<file path="src/pkg/ttxi_pkg.sv">
// constants for the teletext insertion block: register map, field layout,
// window and bit-rate figures; assumes a 125 MHz core clock.
package ttxi_pkg;

    // --------------------------------------------------------------
    // register map
    // --------------------------------------------------------------
    localparam logic [7:0] CTRL_OFS   = 8'h00;
    localparam logic [7:0] TIMING_OFS = 8'h04;
    localparam logic [7:0] ODD_OFS    = 8'h08;
    localparam logic [7:0] EVEN_OFS   = 8'h0C;
    localparam logic [7:0] STATUS_OFS = 8'h10;

    localparam int CTRL_EN_BIT    = 0;
    localparam int CTRL_STD_LSB   = 1;
    localparam int CTRL_REQPIN    = 3;
    localparam int CTRL_DATPIN    = 4;
    localparam int TIM_START_LSB  = 0;
    localparam int TIM_DLY_LSB    = 16;
    localparam int LINE_LAST_LSB  = 16;
    localparam int ST_FIELD_BIT   = 16;
    localparam int ST_ACTIVE_BIT  = 17;
    localparam int ST_LEVEL_LSB   = 20;
    localparam int ST_UNDER_BIT   = 24;

    localparam logic [31:0] CTRL_RST   = 32'h0000_0000;
    localparam logic [11:0] START_RST  = 12'h100;
    localparam logic [5:0]  DLY_RST    = 6'h02;
    localparam logic [9:0]  FIRST_RST  = 10'h007;
    localparam logic [9:0]  LAST_RST   = 10'h016;

    // --------------------------------------------------------------
    // standards and timing
    // --------------------------------------------------------------
    typedef enum logic [1:0] {TTXI_PAL, TTXI_WST, TTXI_NABTS, TTXI_RSVD} ttxi_std_t;

    localparam longint CLK_HZ       = 125000000;
    localparam longint RATE_PAL_BPS = 6937500;
    localparam longint RATE_NTSC_BPS = 5727200;
    localparam int     NCO_W        = 16;
    localparam logic [NCO_W-1:0] INC_PAL  = NCO_W'(RATE_PAL_BPS * 65536 / CLK_HZ);
    localparam logic [NCO_W-1:0] INC_NTSC = NCO_W'(RATE_NTSC_BPS * 65536 / CLK_HZ);

    localparam longint T_INS_PAL_NS  = 9780;
    localparam longint T_INS_NTSC_NS = 10500;
    localparam logic [13:0] INS_PAL_CYC  = 14'(T_INS_PAL_NS * CLK_HZ / 1000000000);
    localparam logic [13:0] INS_NTSC_CYC = 14'(T_INS_NTSC_NS * CLK_HZ / 1000000000);

    localparam logic [8:0] BITS_PAL   = 9'h168;
    localparam logic [8:0] BITS_WST   = 9'h128;
    localparam logic [8:0] BITS_NABTS = 9'h120;

endpackage

</file>
<file path="src/hw/ttxi_core.sv">
// teletext insertion: request pulse train, delayed bit sampling, fifo,
// and the insertion window placed after the horizontal sync edge.
// assumes hsync/vsync pulses and field flag synchronous to core_clk.
`timescale 1ns/1ns
`default_nettype none
module ttxi_core #(
    parameter int FIFO_DEPTH = 8,
    parameter int DLY_MAX    = 64
) (
    input  wire logic        core_clk,             // 125 MHz core clock
    input  wire logic        reset_n,              // async reset, active low
    input  wire logic        psel,                 // apb select
    input  wire logic        penable,              // apb access phase
    input  wire logic        pwrite,               // apb write
    input  wire logic [7:0]  paddr,                // apb byte address
    input  wire logic [31:0] pwdata,               // apb write data
    output logic [31:0]      prdata,               // apb read data
    output logic             pready,               // apb ready
    output logic             pslverr,              // apb error
    input  wire logic        hsync_lead,           // leading hsync edge pulse
    input  wire logic        vsync_lead,           // field start pulse
    input  wire logic        field_odd,            // high in odd field
    input  wire logic        teletext_bit_in,      // serial bit from source
    output logic             teletext_request_out, // one pulse per bit
    output logic             insert_active,        // window open
    output logic             insert_bit            // bit to composite/luma
);
    // ------------------------------------------------------------------
    // registers and apb
    // ------------------------------------------------------------------
    logic        en_q;
    logic [1:0]  std_q;
    logic        reqpin_q;
    logic        datpin_q;
    logic [11:0] start_q;
    logic [5:0]  dly_q;
    logic [9:0]  odd_first_q;
    logic [9:0]  odd_last_q;
    logic [9:0]  even_first_q;
    logic [9:0]  even_last_q;
    logic        under_q;
    logic        apb_wr;
    logic        apb_acc;
    logic        apb_hit;

    localparam int LW = $clog2(FIFO_DEPTH + 1);
    logic [LW-1:0] level;
    logic [13:0]   hs_cnt_q;
    logic [9:0]    line_q;
    logic [8:0]    ins_left_q;

    assign apb_acc = psel && penable && !pready;
    assign apb_wr  = psel && penable && pready && pwrite;
    assign apb_hit = (paddr == ttxi_pkg::CTRL_OFS) || (paddr == ttxi_pkg::TIMING_OFS)
                  || (paddr == ttxi_pkg::ODD_OFS) || (paddr == ttxi_pkg::EVEN_OFS)
                  || (paddr == ttxi_pkg::STATUS_OFS);

    // one wait state: answer registered in the first access cycle
    always_ff @(posedge core_clk or negedge reset_n) begin
        if (!reset_n) begin
            pready  <= 1'b0;
            pslverr <= 1'b0;
            prdata  <= 32'h0000_0000;
        end else begin
            pready  <= apb_acc;
            pslverr <= apb_acc && !apb_hit;
            prdata  <= 32'h0000_0000;
            if (apb_acc && !pwrite) begin
                case (paddr)
                    ttxi_pkg::CTRL_OFS: begin
                        prdata <= {27'h0, datpin_q, reqpin_q, std_q, en_q};
                    end
                    ttxi_pkg::TIMING_OFS: begin
                        prdata <= {10'h0, dly_q, 4'h0, start_q};
                    end
                    ttxi_pkg::ODD_OFS: begin
                        prdata <= {6'h0, odd_last_q, 6'h0, odd_first_q};
                    end
                    ttxi_pkg::EVEN_OFS: begin
                        prdata <= {6'h0, even_last_q, 6'h0, even_first_q};
                    end
                    ttxi_pkg::STATUS_OFS: begin
                        prdata[9:0]                    <= line_q;
                        prdata[ttxi_pkg::ST_FIELD_BIT]  <= field_odd;
                        prdata[ttxi_pkg::ST_ACTIVE_BIT] <= insert_active;
                        prdata[ttxi_pkg::ST_LEVEL_LSB +: 4] <= 4'(level);
                        prdata[ttxi_pkg::ST_UNDER_BIT]  <= under_q;
                    end
                    default: begin
                        prdata <= 32'h0000_0000;
                    end
                endcase
            end
        end
    end

    always_ff @(posedge core_clk or negedge reset_n) begin
        if (!reset_n) begin
            en_q         <= ttxi_pkg::CTRL_RST[ttxi_pkg::CTRL_EN_BIT];
            std_q        <= ttxi_pkg::CTRL_RST[ttxi_pkg::CTRL_STD_LSB +: 2];
            reqpin_q     <= ttxi_pkg::CTRL_RST[ttxi_pkg::CTRL_REQPIN];
            datpin_q     <= ttxi_pkg::CTRL_RST[ttxi_pkg::CTRL_DATPIN];
            start_q      <= ttxi_pkg::START_RST;
            dly_q        <= ttxi_pkg::DLY_RST;
            odd_first_q  <= ttxi_pkg::FIRST_RST;
            odd_last_q   <= ttxi_pkg::LAST_RST;
            even_first_q <= ttxi_pkg::FIRST_RST;
            even_last_q  <= ttxi_pkg::LAST_RST;
        end else if (apb_wr) begin
            case (paddr)
                ttxi_pkg::CTRL_OFS: begin
                    en_q     <= pwdata[ttxi_pkg::CTRL_EN_BIT];
                    std_q    <= pwdata[ttxi_pkg::CTRL_STD_LSB +: 2];
                    reqpin_q <= pwdata[ttxi_pkg::CTRL_REQPIN];
                    datpin_q <= pwdata[ttxi_pkg::CTRL_DATPIN];
                end
                ttxi_pkg::TIMING_OFS: begin
                    start_q <= pwdata[ttxi_pkg::TIM_START_LSB +: 12];
                    dly_q   <= pwdata[ttxi_pkg::TIM_DLY_LSB +: 6];
                end
                ttxi_pkg::ODD_OFS: begin
                    odd_first_q <= pwdata[9:0];
                    odd_last_q  <= pwdata[ttxi_pkg::LINE_LAST_LSB +: 10];
                end
                ttxi_pkg::EVEN_OFS: begin
                    even_first_q <= pwdata[9:0];
                    even_last_q  <= pwdata[ttxi_pkg::LINE_LAST_LSB +: 10];
                end
                default: begin
                end
            endcase
        end
    end

    // ------------------------------------------------------------------
    // line timing and standard selection
    // ------------------------------------------------------------------
    logic             line_ok;
    logic             run;
    logic [8:0]       nbits;
    logic [13:0]      ins_start;
    logic [ttxi_pkg::NCO_W-1:0] inc;

    // pins unassigned means the source is not wired in: treat as disabled
    assign run = en_q && reqpin_q && datpin_q;
    assign line_ok = field_odd ? (line_q >= odd_first_q && line_q <= odd_last_q)
                               : (line_q >= even_first_q && line_q <= even_last_q);

    always_comb begin
        case (ttxi_pkg::ttxi_std_t'(std_q))
            ttxi_pkg::TTXI_PAL: begin
                nbits     = ttxi_pkg::BITS_PAL;
                ins_start = ttxi_pkg::INS_PAL_CYC;
                inc       = ttxi_pkg::INC_PAL;
            end
            ttxi_pkg::TTXI_NABTS: begin
                nbits     = ttxi_pkg::BITS_NABTS;
                ins_start = ttxi_pkg::INS_NTSC_CYC;
                inc       = ttxi_pkg::INC_NTSC;
            end
            default: begin
                nbits     = ttxi_pkg::BITS_WST;
                ins_start = ttxi_pkg::INS_NTSC_CYC;
                inc       = ttxi_pkg::INC_NTSC;
            end
        endcase
    end

    always_ff @(posedge core_clk or negedge reset_n) begin
        if (!reset_n) begin
            hs_cnt_q <= '0;
            line_q   <= '0;
        end else begin
            if (hsync_lead) begin
                hs_cnt_q <= '0;
                line_q   <= vsync_lead ? 10'h001 : line_q + 10'h001;
            end else begin
                if (vsync_lead) begin
                    line_q <= '0;
                end
                if (hs_cnt_q != 14'h3FFF) begin
                    hs_cnt_q <= hs_cnt_q + 14'h0001;
                end
            end
        end
    end

    // ------------------------------------------------------------------
    // request pulse train
    // ------------------------------------------------------------------
    logic [8:0]               req_left_q;
    logic [ttxi_pkg::NCO_W:0] req_nco_q;
    logic [DLY_MAX-1:0]       req_pipe_q;
    logic [LW-1:0]            pend_q;
    logic                     fire;
    logic                     sample;
    logic                     room;
    logic                     fifo_out_valid;
    logic                     fifo_data;
    logic                     pop;

    // requests are throttled so every outstanding bit has a fifo slot
    assign room   = ({1'b0, level} + {1'b0, pend_q}) < (LW + 1)'(FIFO_DEPTH);
    assign fire   = (req_left_q != '0) && req_nco_q[ttxi_pkg::NCO_W] && room;
    assign sample = req_pipe_q[dly_q] && !hsync_lead;

    always_ff @(posedge core_clk or negedge reset_n) begin
        if (!reset_n) begin
            req_left_q <= '0;
            req_nco_q  <= '0;
        end else if (hsync_lead || !run) begin
            req_left_q <= '0;
            req_nco_q  <= '0;
        end else if (hs_cnt_q == {2'b00, start_q} && line_ok) begin
            req_left_q <= nbits;
            req_nco_q  <= {1'b1, {ttxi_pkg::NCO_W{1'b0}}};
        end else if (req_left_q != '0) begin
            // a stalled carry is held until the fifo has room
            if (!req_nco_q[ttxi_pkg::NCO_W] || room) begin
                req_nco_q <= {1'b0, req_nco_q[ttxi_pkg::NCO_W-1:0]} + {1'b0, inc};
            end
            if (fire) begin
                req_left_q <= req_left_q - 9'h001;
            end
        end
    end

    always_ff @(posedge core_clk or negedge reset_n) begin
        if (!reset_n) begin
            req_pipe_q           <= '0;
            teletext_request_out <= 1'b0;
            pend_q               <= '0;
        end else begin
            teletext_request_out <= fire;
            req_pipe_q <= hsync_lead ? '0 : {req_pipe_q[DLY_MAX-2:0], fire};
            if (hsync_lead) begin
                pend_q <= '0;
            end else begin
                pend_q <= pend_q + LW'(fire) - LW'(sample);
            end
        end
    end

    ttxi_fifo #(
        .W (1),
        .D (FIFO_DEPTH)
    ) u_fifo (
        .core_clk  (core_clk),
        .reset_n   (reset_n),
        .clr       (hsync_lead),
        .in_valid  (sample),
        .in_ready  (),
        .in_data   (teletext_bit_in),
        .out_valid (fifo_out_valid),
        .out_ready (pop),
        .out_data  (fifo_data),
        .level     (level)
    );

    // ------------------------------------------------------------------
    // insertion window
    // ------------------------------------------------------------------
    logic [ttxi_pkg::NCO_W:0] ins_nco_q;
    logic                     ins_tick;

    assign ins_tick = (ins_left_q != '0) && ins_nco_q[ttxi_pkg::NCO_W];
    assign pop      = ins_tick;

    always_ff @(posedge core_clk or negedge reset_n) begin
        if (!reset_n) begin
            ins_left_q    <= '0;
            ins_nco_q     <= '0;
            insert_active <= 1'b0;
            insert_bit    <= 1'b0;
        end else begin
            if (hsync_lead || !run) begin
                ins_left_q <= '0;
                ins_nco_q  <= '0;
            end else if (hs_cnt_q == ins_start && line_ok) begin
                ins_left_q <= nbits;
                ins_nco_q  <= {1'b1, {ttxi_pkg::NCO_W{1'b0}}};
            end else if (ins_left_q != '0) begin
                ins_nco_q <= {1'b0, ins_nco_q[ttxi_pkg::NCO_W-1:0]} + {1'b0, inc};
                if (ins_tick) begin
                    ins_left_q <= ins_left_q - 9'h001;
                end
            end
            insert_active <= (ins_left_q != '0) && run;
            if (ins_tick) begin
                insert_bit <= fifo_out_valid && fifo_data;
            end
        end
    end

    // underrun is sticky; write one to clear, a new underrun wins
    always_ff @(posedge core_clk or negedge reset_n) begin
        if (!reset_n) begin
            under_q <= 1'b0;
        end else if (ins_tick && !fifo_out_valid) begin
            under_q <= 1'b1;
        end else if (apb_wr && paddr == ttxi_pkg::STATUS_OFS
                     && pwdata[ttxi_pkg::ST_UNDER_BIT]) begin
            under_q <= 1'b0;
        end
    end

    // ------------------------------------------------------------------
    // checks
    // ------------------------------------------------------------------
    logic [9:0] req_cnt_q;

    always_ff @(posedge core_clk or negedge reset_n) begin
        if (!reset_n) begin
            req_cnt_q <= '0;
        end else begin
            req_cnt_q <= hsync_lead ? '0 : req_cnt_q + 10'(fire);
        end
    end
endmodule // ttxi_core
`default_nettype wire

</file>
<file path="src/hw/ttxi_fifo.sv">
// small synchronous fifo with valid/ready on both sides and a flush.
// assumes one clock and an asynchronous active-low reset.
`timescale 1ns/1ns
`default_nettype none
module ttxi_fifo #(
    parameter int W = 1,
    parameter int D = 8
) (
    input  wire logic                 core_clk,  // core clock
    input  wire logic                 reset_n,   // async reset, active low
    input  wire logic                 clr,       // synchronous flush
    input  wire logic                 in_valid,  // write request
    output logic                      in_ready,  // room available
    input  wire logic [W-1:0]         in_data,   // write data
    output logic                      out_valid, // data available
    input  wire logic                 out_ready, // read acknowledge
    output logic [W-1:0]              out_data,  // head word
    output logic [$clog2(D+1)-1:0]    level      // words held
);
    localparam int AW = (D > 1) ? $clog2(D) : 1;
    localparam int CW = $clog2(D + 1);

    logic [W-1:0]  mem_q [D];
    logic [AW-1:0] wr_q;
    logic [AW-1:0] rd_q;
    logic [CW-1:0] cnt_q;
    logic          push;
    logic          pop;

    assign in_ready  = (cnt_q != CW'(D));
    assign out_valid = (cnt_q != '0);
    assign out_data  = mem_q[rd_q];
    assign level     = cnt_q;
    assign push      = in_valid && in_ready;
    assign pop       = out_valid && out_ready;

    always_ff @(posedge core_clk) begin
        if (push) begin
            mem_q[wr_q] <= in_data;
        end
    end

    always_ff @(posedge core_clk or negedge reset_n) begin
        if (!reset_n) begin
            wr_q  <= '0;
            rd_q  <= '0;
            cnt_q <= '0;
        end else if (clr) begin
            wr_q  <= '0;
            rd_q  <= '0;
            cnt_q <= '0;
        end else begin
            if (push) begin
                wr_q <= (wr_q == AW'(D - 1)) ? '0 : wr_q + 1'b1;
            end
            if (pop) begin
                rd_q <= (rd_q == AW'(D - 1)) ? '0 : rd_q + 1'b1;
            end
            cnt_q <= cnt_q + CW'(push) - CW'(pop);
        end
    end
endmodule // ttxi_fifo
`default_nettype wire

</file>
<file path="config.mk">
export PLATFORM = sky130hd
export DESIGN_NAME = ttxi_core
export DESIGN_NICKNAME = d
export VERILOG_FILES = /design/src/pkg/ttxi_pkg.sv /design/src/hw/ttxi_core.sv /design/src/hw/ttxi_fifo.sv
export SDC_FILE = /design/constraint.sdc
export NUM_CORES = 1
export LEC_CHECK = 0
export ABC_AREA = 0
export BUFFER_PORTS_ARGS = -buffer_cell sky130_fd_sc_hd__buf_4
export CAP_MARGIN = 10
export CORE_ASPECT_RATIO = 1.2
export CORE_MARGIN = 5
export CORE_UTILIZATION = 35
export DETAILED_ROUTE_END_ITERATION = 8
export PLACE_DENSITY = 0.59
export SLEW_MARGIN = 30
export SYNTH_ARGS = -nofsm -noshare
export SYNTH_HDL_FRONTEND = slang
export SYNTH_SLANG_ARGS = --single-unit
</file>
<file path="constraint.sdc">
create_clock -name core_clk -period 5.75 [get_ports core_clk]
set_input_delay 0.8625 -clock core_clk [delete_from_list [all_inputs] [get_ports core_clk]]
set_output_delay 0.8625 -clock core_clk [all_outputs]
set_load 0.005 [all_outputs]
</file>
# Yosys cells after proc, flatten, opt, wreduce, memory -nomap -nowiden

Memory sizes are Yosys's and may differ from the RTL's.
Index checks and enable logic that the tools add are counted.

Multiplexer cells: 46
Bitwise operators: 0
Reduce and logical (&&, ||, !) cells: 58
Equal/unequal tests: 11
$mul: 0
Div/mod/pow operators: 0
Shift-type cells: 0
Add/sub/neg operators: 13
Magnitude comparators: 6

Operators by type and width:

| cell                  | count |
|---|---|
| $mux 17               | 7 |
| $mux 9                | 9 |
| $mux 64               | 1 |
| $pmux 10 s5           | 1 |
| $add 16x16->17        | 2 |
| $mux 32               | 1 |
| $mux 10               | 3 |
| $mux 14               | 2 |
| $logic_and 1x1->1     | 23 |
| $ge 10x10->1          | 2 |
| $le 10x10->1          | 2 |
| $pmux 5 s4            | 1 |
| $mux 3                | 6 |
| $reduce_bool 9->1     | 2 |
| $sub 9x1->9 const B   | 2 |
| $eq 8x4->1 const B    | 2 |
| $reduce_bool 3->1     | 5 |
| $add 14x1->14 const B | 1 |
| $eq 14x12->1          | 1 |
| $eq 14x14->1          | 1 |
| $ne 14x14->1 const B  | 1 |
| $pmux 7 s2            | 1 |
| $reduce_and 2->1      | 7 |
| $mux 11               | 1 |
| 25 further kinds      | 50 |

Latch bits: 0
RAM bits: 8
Output and inout bits: 37
Register bits after elaboration: 255
Bits in read-only memories: 0
Memories: 1

Memory list:

| memory       | depth | bits a word | read ports | clocked after Yosys merged registers in | wr ports | RTL line        | source |
|---|---|---|---|---|---|---|---|
| u_fifo.mem_q | 8     | 1           | 1          | 0                                       | 1        | ttxi_fifo.sv:23 | `logic [W-1:0] mem_q [D];` |

# Depth between registers and ports, before layout

Depth after elaboration: 7
Depth in mapped cells: 14
Gate-level depth less buffers: 13

# By module

Synthesis repeated with hierarchy kept, for this count alone.

Cell total of the unflattened synthesis: 1240
Area total of the unflattened synthesis: 13350.3 um^2

By module, submodules not included:

| module    | area each (um^2) | cells an instance | times used | seq. area each (um^2) |
|---|---|---|---|---|
| ttxi_core | 12356.9          | 1154              | 1          | 5898.2 |
| ttxi_fifo | 993.5            | 86                | 1          | 490.5 |

# Worst setup path before layout

OpenSTA, ideal clock, no wires.

Path kind: reg2reg
Start point: register dly_q[1]
End point: register pend_q[2]
Path slack: 2674 ps
Data required time: 5618 ps
Buffers on the path: 2
Period minus slack after synthesis: 3076 ps
Stages on the path, launching flop included: 14
Arrival: 2944 ps
Path through: dfstp_2 > buf_6 > buf_12 > mux4_2 > a22oi_1 > a31oi_1 > a32oi_1 > nor2_1 > ha_1 > inv_1 > ha_1 > fa_1 > xnor2_1 > nor2_1

Longest elaborated chain between the ends: 5

RTL lines:

| what                         | RTL line         | source |
|---|---|---|
| from (decl)                  | ttxi_core.sv:36  | `logic [5:0] dly_q;` |
| from (signal assigned)       | ttxi_core.sv:104 | `dly_q <= ttxi_pkg::DLY_RST;` |
| from (signal assigned)       | ttxi_core.sv:119 | `dly_q <= pwdata[ttxi_pkg::TIM_DLY_LSB +: 6];` |
| $bmux 1 s6                   | ttxi_core.sv:205 | `assign sample = req_pipe_q[dly_q] && !hsync_lead;` |
| $mux 1 (implied by the code) | ttxi_core.sv:205 |  |
| $logic_and 1x1->1            | ttxi_core.sv:205 |  |
| $sub 4x1->4                  | ttxi_core.sv:239 | `pend_q <= pend_q + LW'(fire) - LW'(sample);` |
| $mux 4                       | ttxi_core.sv:236 | `if (hsync_lead) begin` |
| to (signal assigned)         | ttxi_core.sv:239 |  |
| to (decl)                    | ttxi_core.sv:194 | `logic [LW-1:0] pend_q;` |

No other way between the ends. The select of a mux whose other input is x is not followed.
A chain may end at the register's enable or synchronous reset.

# Worst setup path in the final report

Ends and elaborated chain as after synthesis.

==> results.ini <==
[run_status]
outcome = finished clean

[synthesis]
ys_seq_area_frac = 0.490
synth_top_area_frac = 0.443
mappedNetlistArea_um2 = 13000
yosysMostFrequentCell = dfrtp_1
ys_warn_count = 0
synth-edff-count = 8
synth-adder-area-share = 0.0800
synthCells = 1207
synth-main-ff-cell = dfrtp_1
synth_compound_area_frac = 0.0869
synth_seq_cells = 253
synth.top_cells.by_area = dfrtp_1 (44%), ha_1 (7.4%), mux2_2 (4.3%)
synthMuxAreaShare = 0.0945
synthDistinctLibCells = 78
ys_async_sr_fraction = 0.968
synth_xor_area_frac = 0.0503
synth_top_family_by_area = simple AND/OR/NAND/NOR gates
syn_avg_cell_area_um2 = 10.8
ys_top_cells_by_count = dfrtp_1 (231), nor2_1 (115), nand2_1 (80), ha_1 (77), nor2b_1 (74)
yosys.area_share.simple = 0.154
synth_top_area_cell = dfrtp_1

[setup_path]
worstPathRequired_ns = 6.16
path_max_fanout = 18
cp.depth = 11
startpoint_type = flop
crit_chain = mux4_2 > a31oi_1 > o211ai_1 > a32oi_1 > nor2_1 > ha_1 > inv_1 > ha_1 > fa_1 > xnor2_1 > nor2_1
critPathBufInv = 1
slowest_delay_ns = 0.89
crit_path_end_kind = flop
cp_top_family = flip-flops
ff2ff_path_depth = 11
crit_type = reg -> reg
crit_path_top_delay_cell = dfstp_2
critPathArrivalTime_ns = 4.09

[detailed_routing]
detail-route-antenna-nets = 0
firstDrtPassIters = 6
totalWireLength_um = 29900
vias_per_cell = 5.10
drcViolationCount = 0
vias = 8964
wl_per_cell_um = 17.0
drtIter0Drc = 454

[timing]
fin_crit_ns = 3.69
timing.final.crit_share = 0.641
rsz0062_at_grt = false
hold_viol = 0
setup_viol = 0
worstMarginPinSlew_ns = 0.953
skew_ns = 0.0112
slew_headroom = 0.359
fin_setup_tns_ns = 0
max_freq_mhz = 271
slew_violations = 0

[clock_network]
cts.clk_slew.worst_paths_ns = 0.06
cts_tree = done
cts.sinks = 253
htree_num_levels = 1
cts.path.max_buffers = 3
cts_made_buffers = 29
cts_setup_buffers = 0
worstSkewPairLatency_ns = 0.55
ctsResizeCount = 0
cts_hold_buf = 0
root_buffer = clkbuf_16

[floorplan]
fp.coreArea_um2 = 36900
io_pins = 86
rows = 77
die_area_um2 = 41300
initial_core_util = 0.354
fp.dieW_um = 186
fp.dieH_um = 222

[power_and_ir_drop]
ir_worst_vdd_v = 0.000206
leakagePower_nw = 6.72
power.density_nw_per_um2 = 248

[placed_design]
placed_cell_area_um2 = 14000
dpl.hpwl_um = 21000
port_buffers = 65
gp_congestion = 0.788

[cells_and_area]
areaGrowthSynthToFinish_pct = 13.7
final_nets = 1391
drive_above_1_share = 0.164
design_area_um2 = 14800
diodes = 0

[worst_hold_path]
hold_class = in -> async

[global_route]
grt_pass1_wl_um = 49500
grt_pass1_vias = 9348
grt.total_usage = 0.147
grt_overflow = 0
antenna_found_initial = 0
grt_start_max_net_pins = 109

[job]
maxCapViolations = 0

layout by cell type, fill, tap and decap left out, types with 21 or more instances in the layout:
| master | count |
|---|---|
| dfrtp_1 | 231 |
| nor2_1 | 115 |
| nand2_1 | 79 |
| ha_1 | 77 |
| nor2b_1 | 74 |
| buf_4 | 72 |
| inv_1 | 69 |
| a21oi_1 | 51 |
| mux2_2 | 50 |
| xnor2_1 | 47 |
| o21ai_0 | 41 |
| clkbuf_16 | 29 |
| xor2_1 | 28 |
| mux2i_1 | 26 |
| nor3_1 | 21 |
logic make-up (layout without fill, tap and decap cells):
kind of cell             after synthesis  count (layout)
adder cells (fa/ha/maj)               81              81
AND/OR/NAND/NOR                      397             397
multiplexers                          94              94
buffers and inverters                130             197
XOR/XNOR                              75              75
flip-flops                           253             253
other                                  1              10
AO/OA/AOI/OAI                        176             176
sequential cells by signal, indices dropped and copies added (netlist names), 6 cells and up:
name,count
odd_first_q,10
req_nco_q,17
even_last_q,10
start_q,12
ins_left_q,9
even_first_q,10
ins_nco_q,17
dly_q,6
req_pipe_q,64
odd_last_q,10
req_left_q,9
u_fifo.mem_q,8
line_q,10
hs_cnt_q,14
prdata,22
where the power goes:
part	switching (mW)	internal, mW	total, mW
Sequential	0.0150	1.80	1.81
Clock	0.711	0.997	1.71
Combinational	0.104	0.0521	0.156
stage by stage:
step	hold slack [ns]	total power, mW	std cells	utilization	worst slack (ns)
after floorplan	0.448	1.91	1216	-	2.67
after global placement	0.469	2.00	1704	0.378	2.06
after detailed placement	0.475	2.00	1704	0.378	2.00
after CTS	0.397	3.73	1757	0.402	1.97
after global routing	0.427	3.82	1757	0.402	1.76
final	0.370	3.68	1757	0.402	2.06
per-layer routing:
metal	track usage	routed length, µm
met4	0.0409	898
met5	0	0
met1	0.200	13600
met3	0.0215	1100
met2	0.243	14300
area by class of cell:
| class | instances | area, µm² |
|---|---|---|
| clock buffers | 49 | 851 |
| inverters | 70 | 268 |
| multi-input cells | 833 | 6140 |
| repair buffers | 74 | 576 |
| well taps | 474 | 593 |
| clock inverters | 4 | 23.8 |
| fillers | 3596 | 22100 |
| flip-flops and latches | 253 | 6390 |
path summary, 6_finish.rpt:
path                                           from                     endpoint  slack, ns
min in group core_clk      req_pipe_q[18]$_DFF_PN0_     req_pipe_q[19]$_DFF_PN0_       0.48
max in group asynchronous                   reset_n     ins_nco_q[9]$_DFFE_PN0P_       4.29
max                            dly_q[1]$_DFFE_PN1P_          pend_q[2]$_DFF_PN0_       2.06
min                                         reset_n  even_first_q[3]$_DFFE_PN0P_       0.37
min reg2reg                req_pipe_q[18]$_DFF_PN0_     req_pipe_q[19]$_DFF_PN0_       0.48
max reg2reg                    dly_q[1]$_DFFE_PN1P_          pend_q[2]$_DFF_PN0_       2.06
worst register-to-register path: stages (launching register included):
cell	delay, ns
dfstp_2	0.89
mux4_2	0.58
a31oi_1	0.17
o211ai_1	0.16
a32oi_1	0.50
nor2_1	0.09
ha_1	0.29
inv_1	0.03
ha_1	0.19
fa_1	0.39
xnor2_1	0.18
nor2_1	0.06
(Power assumes the default switching activity.)
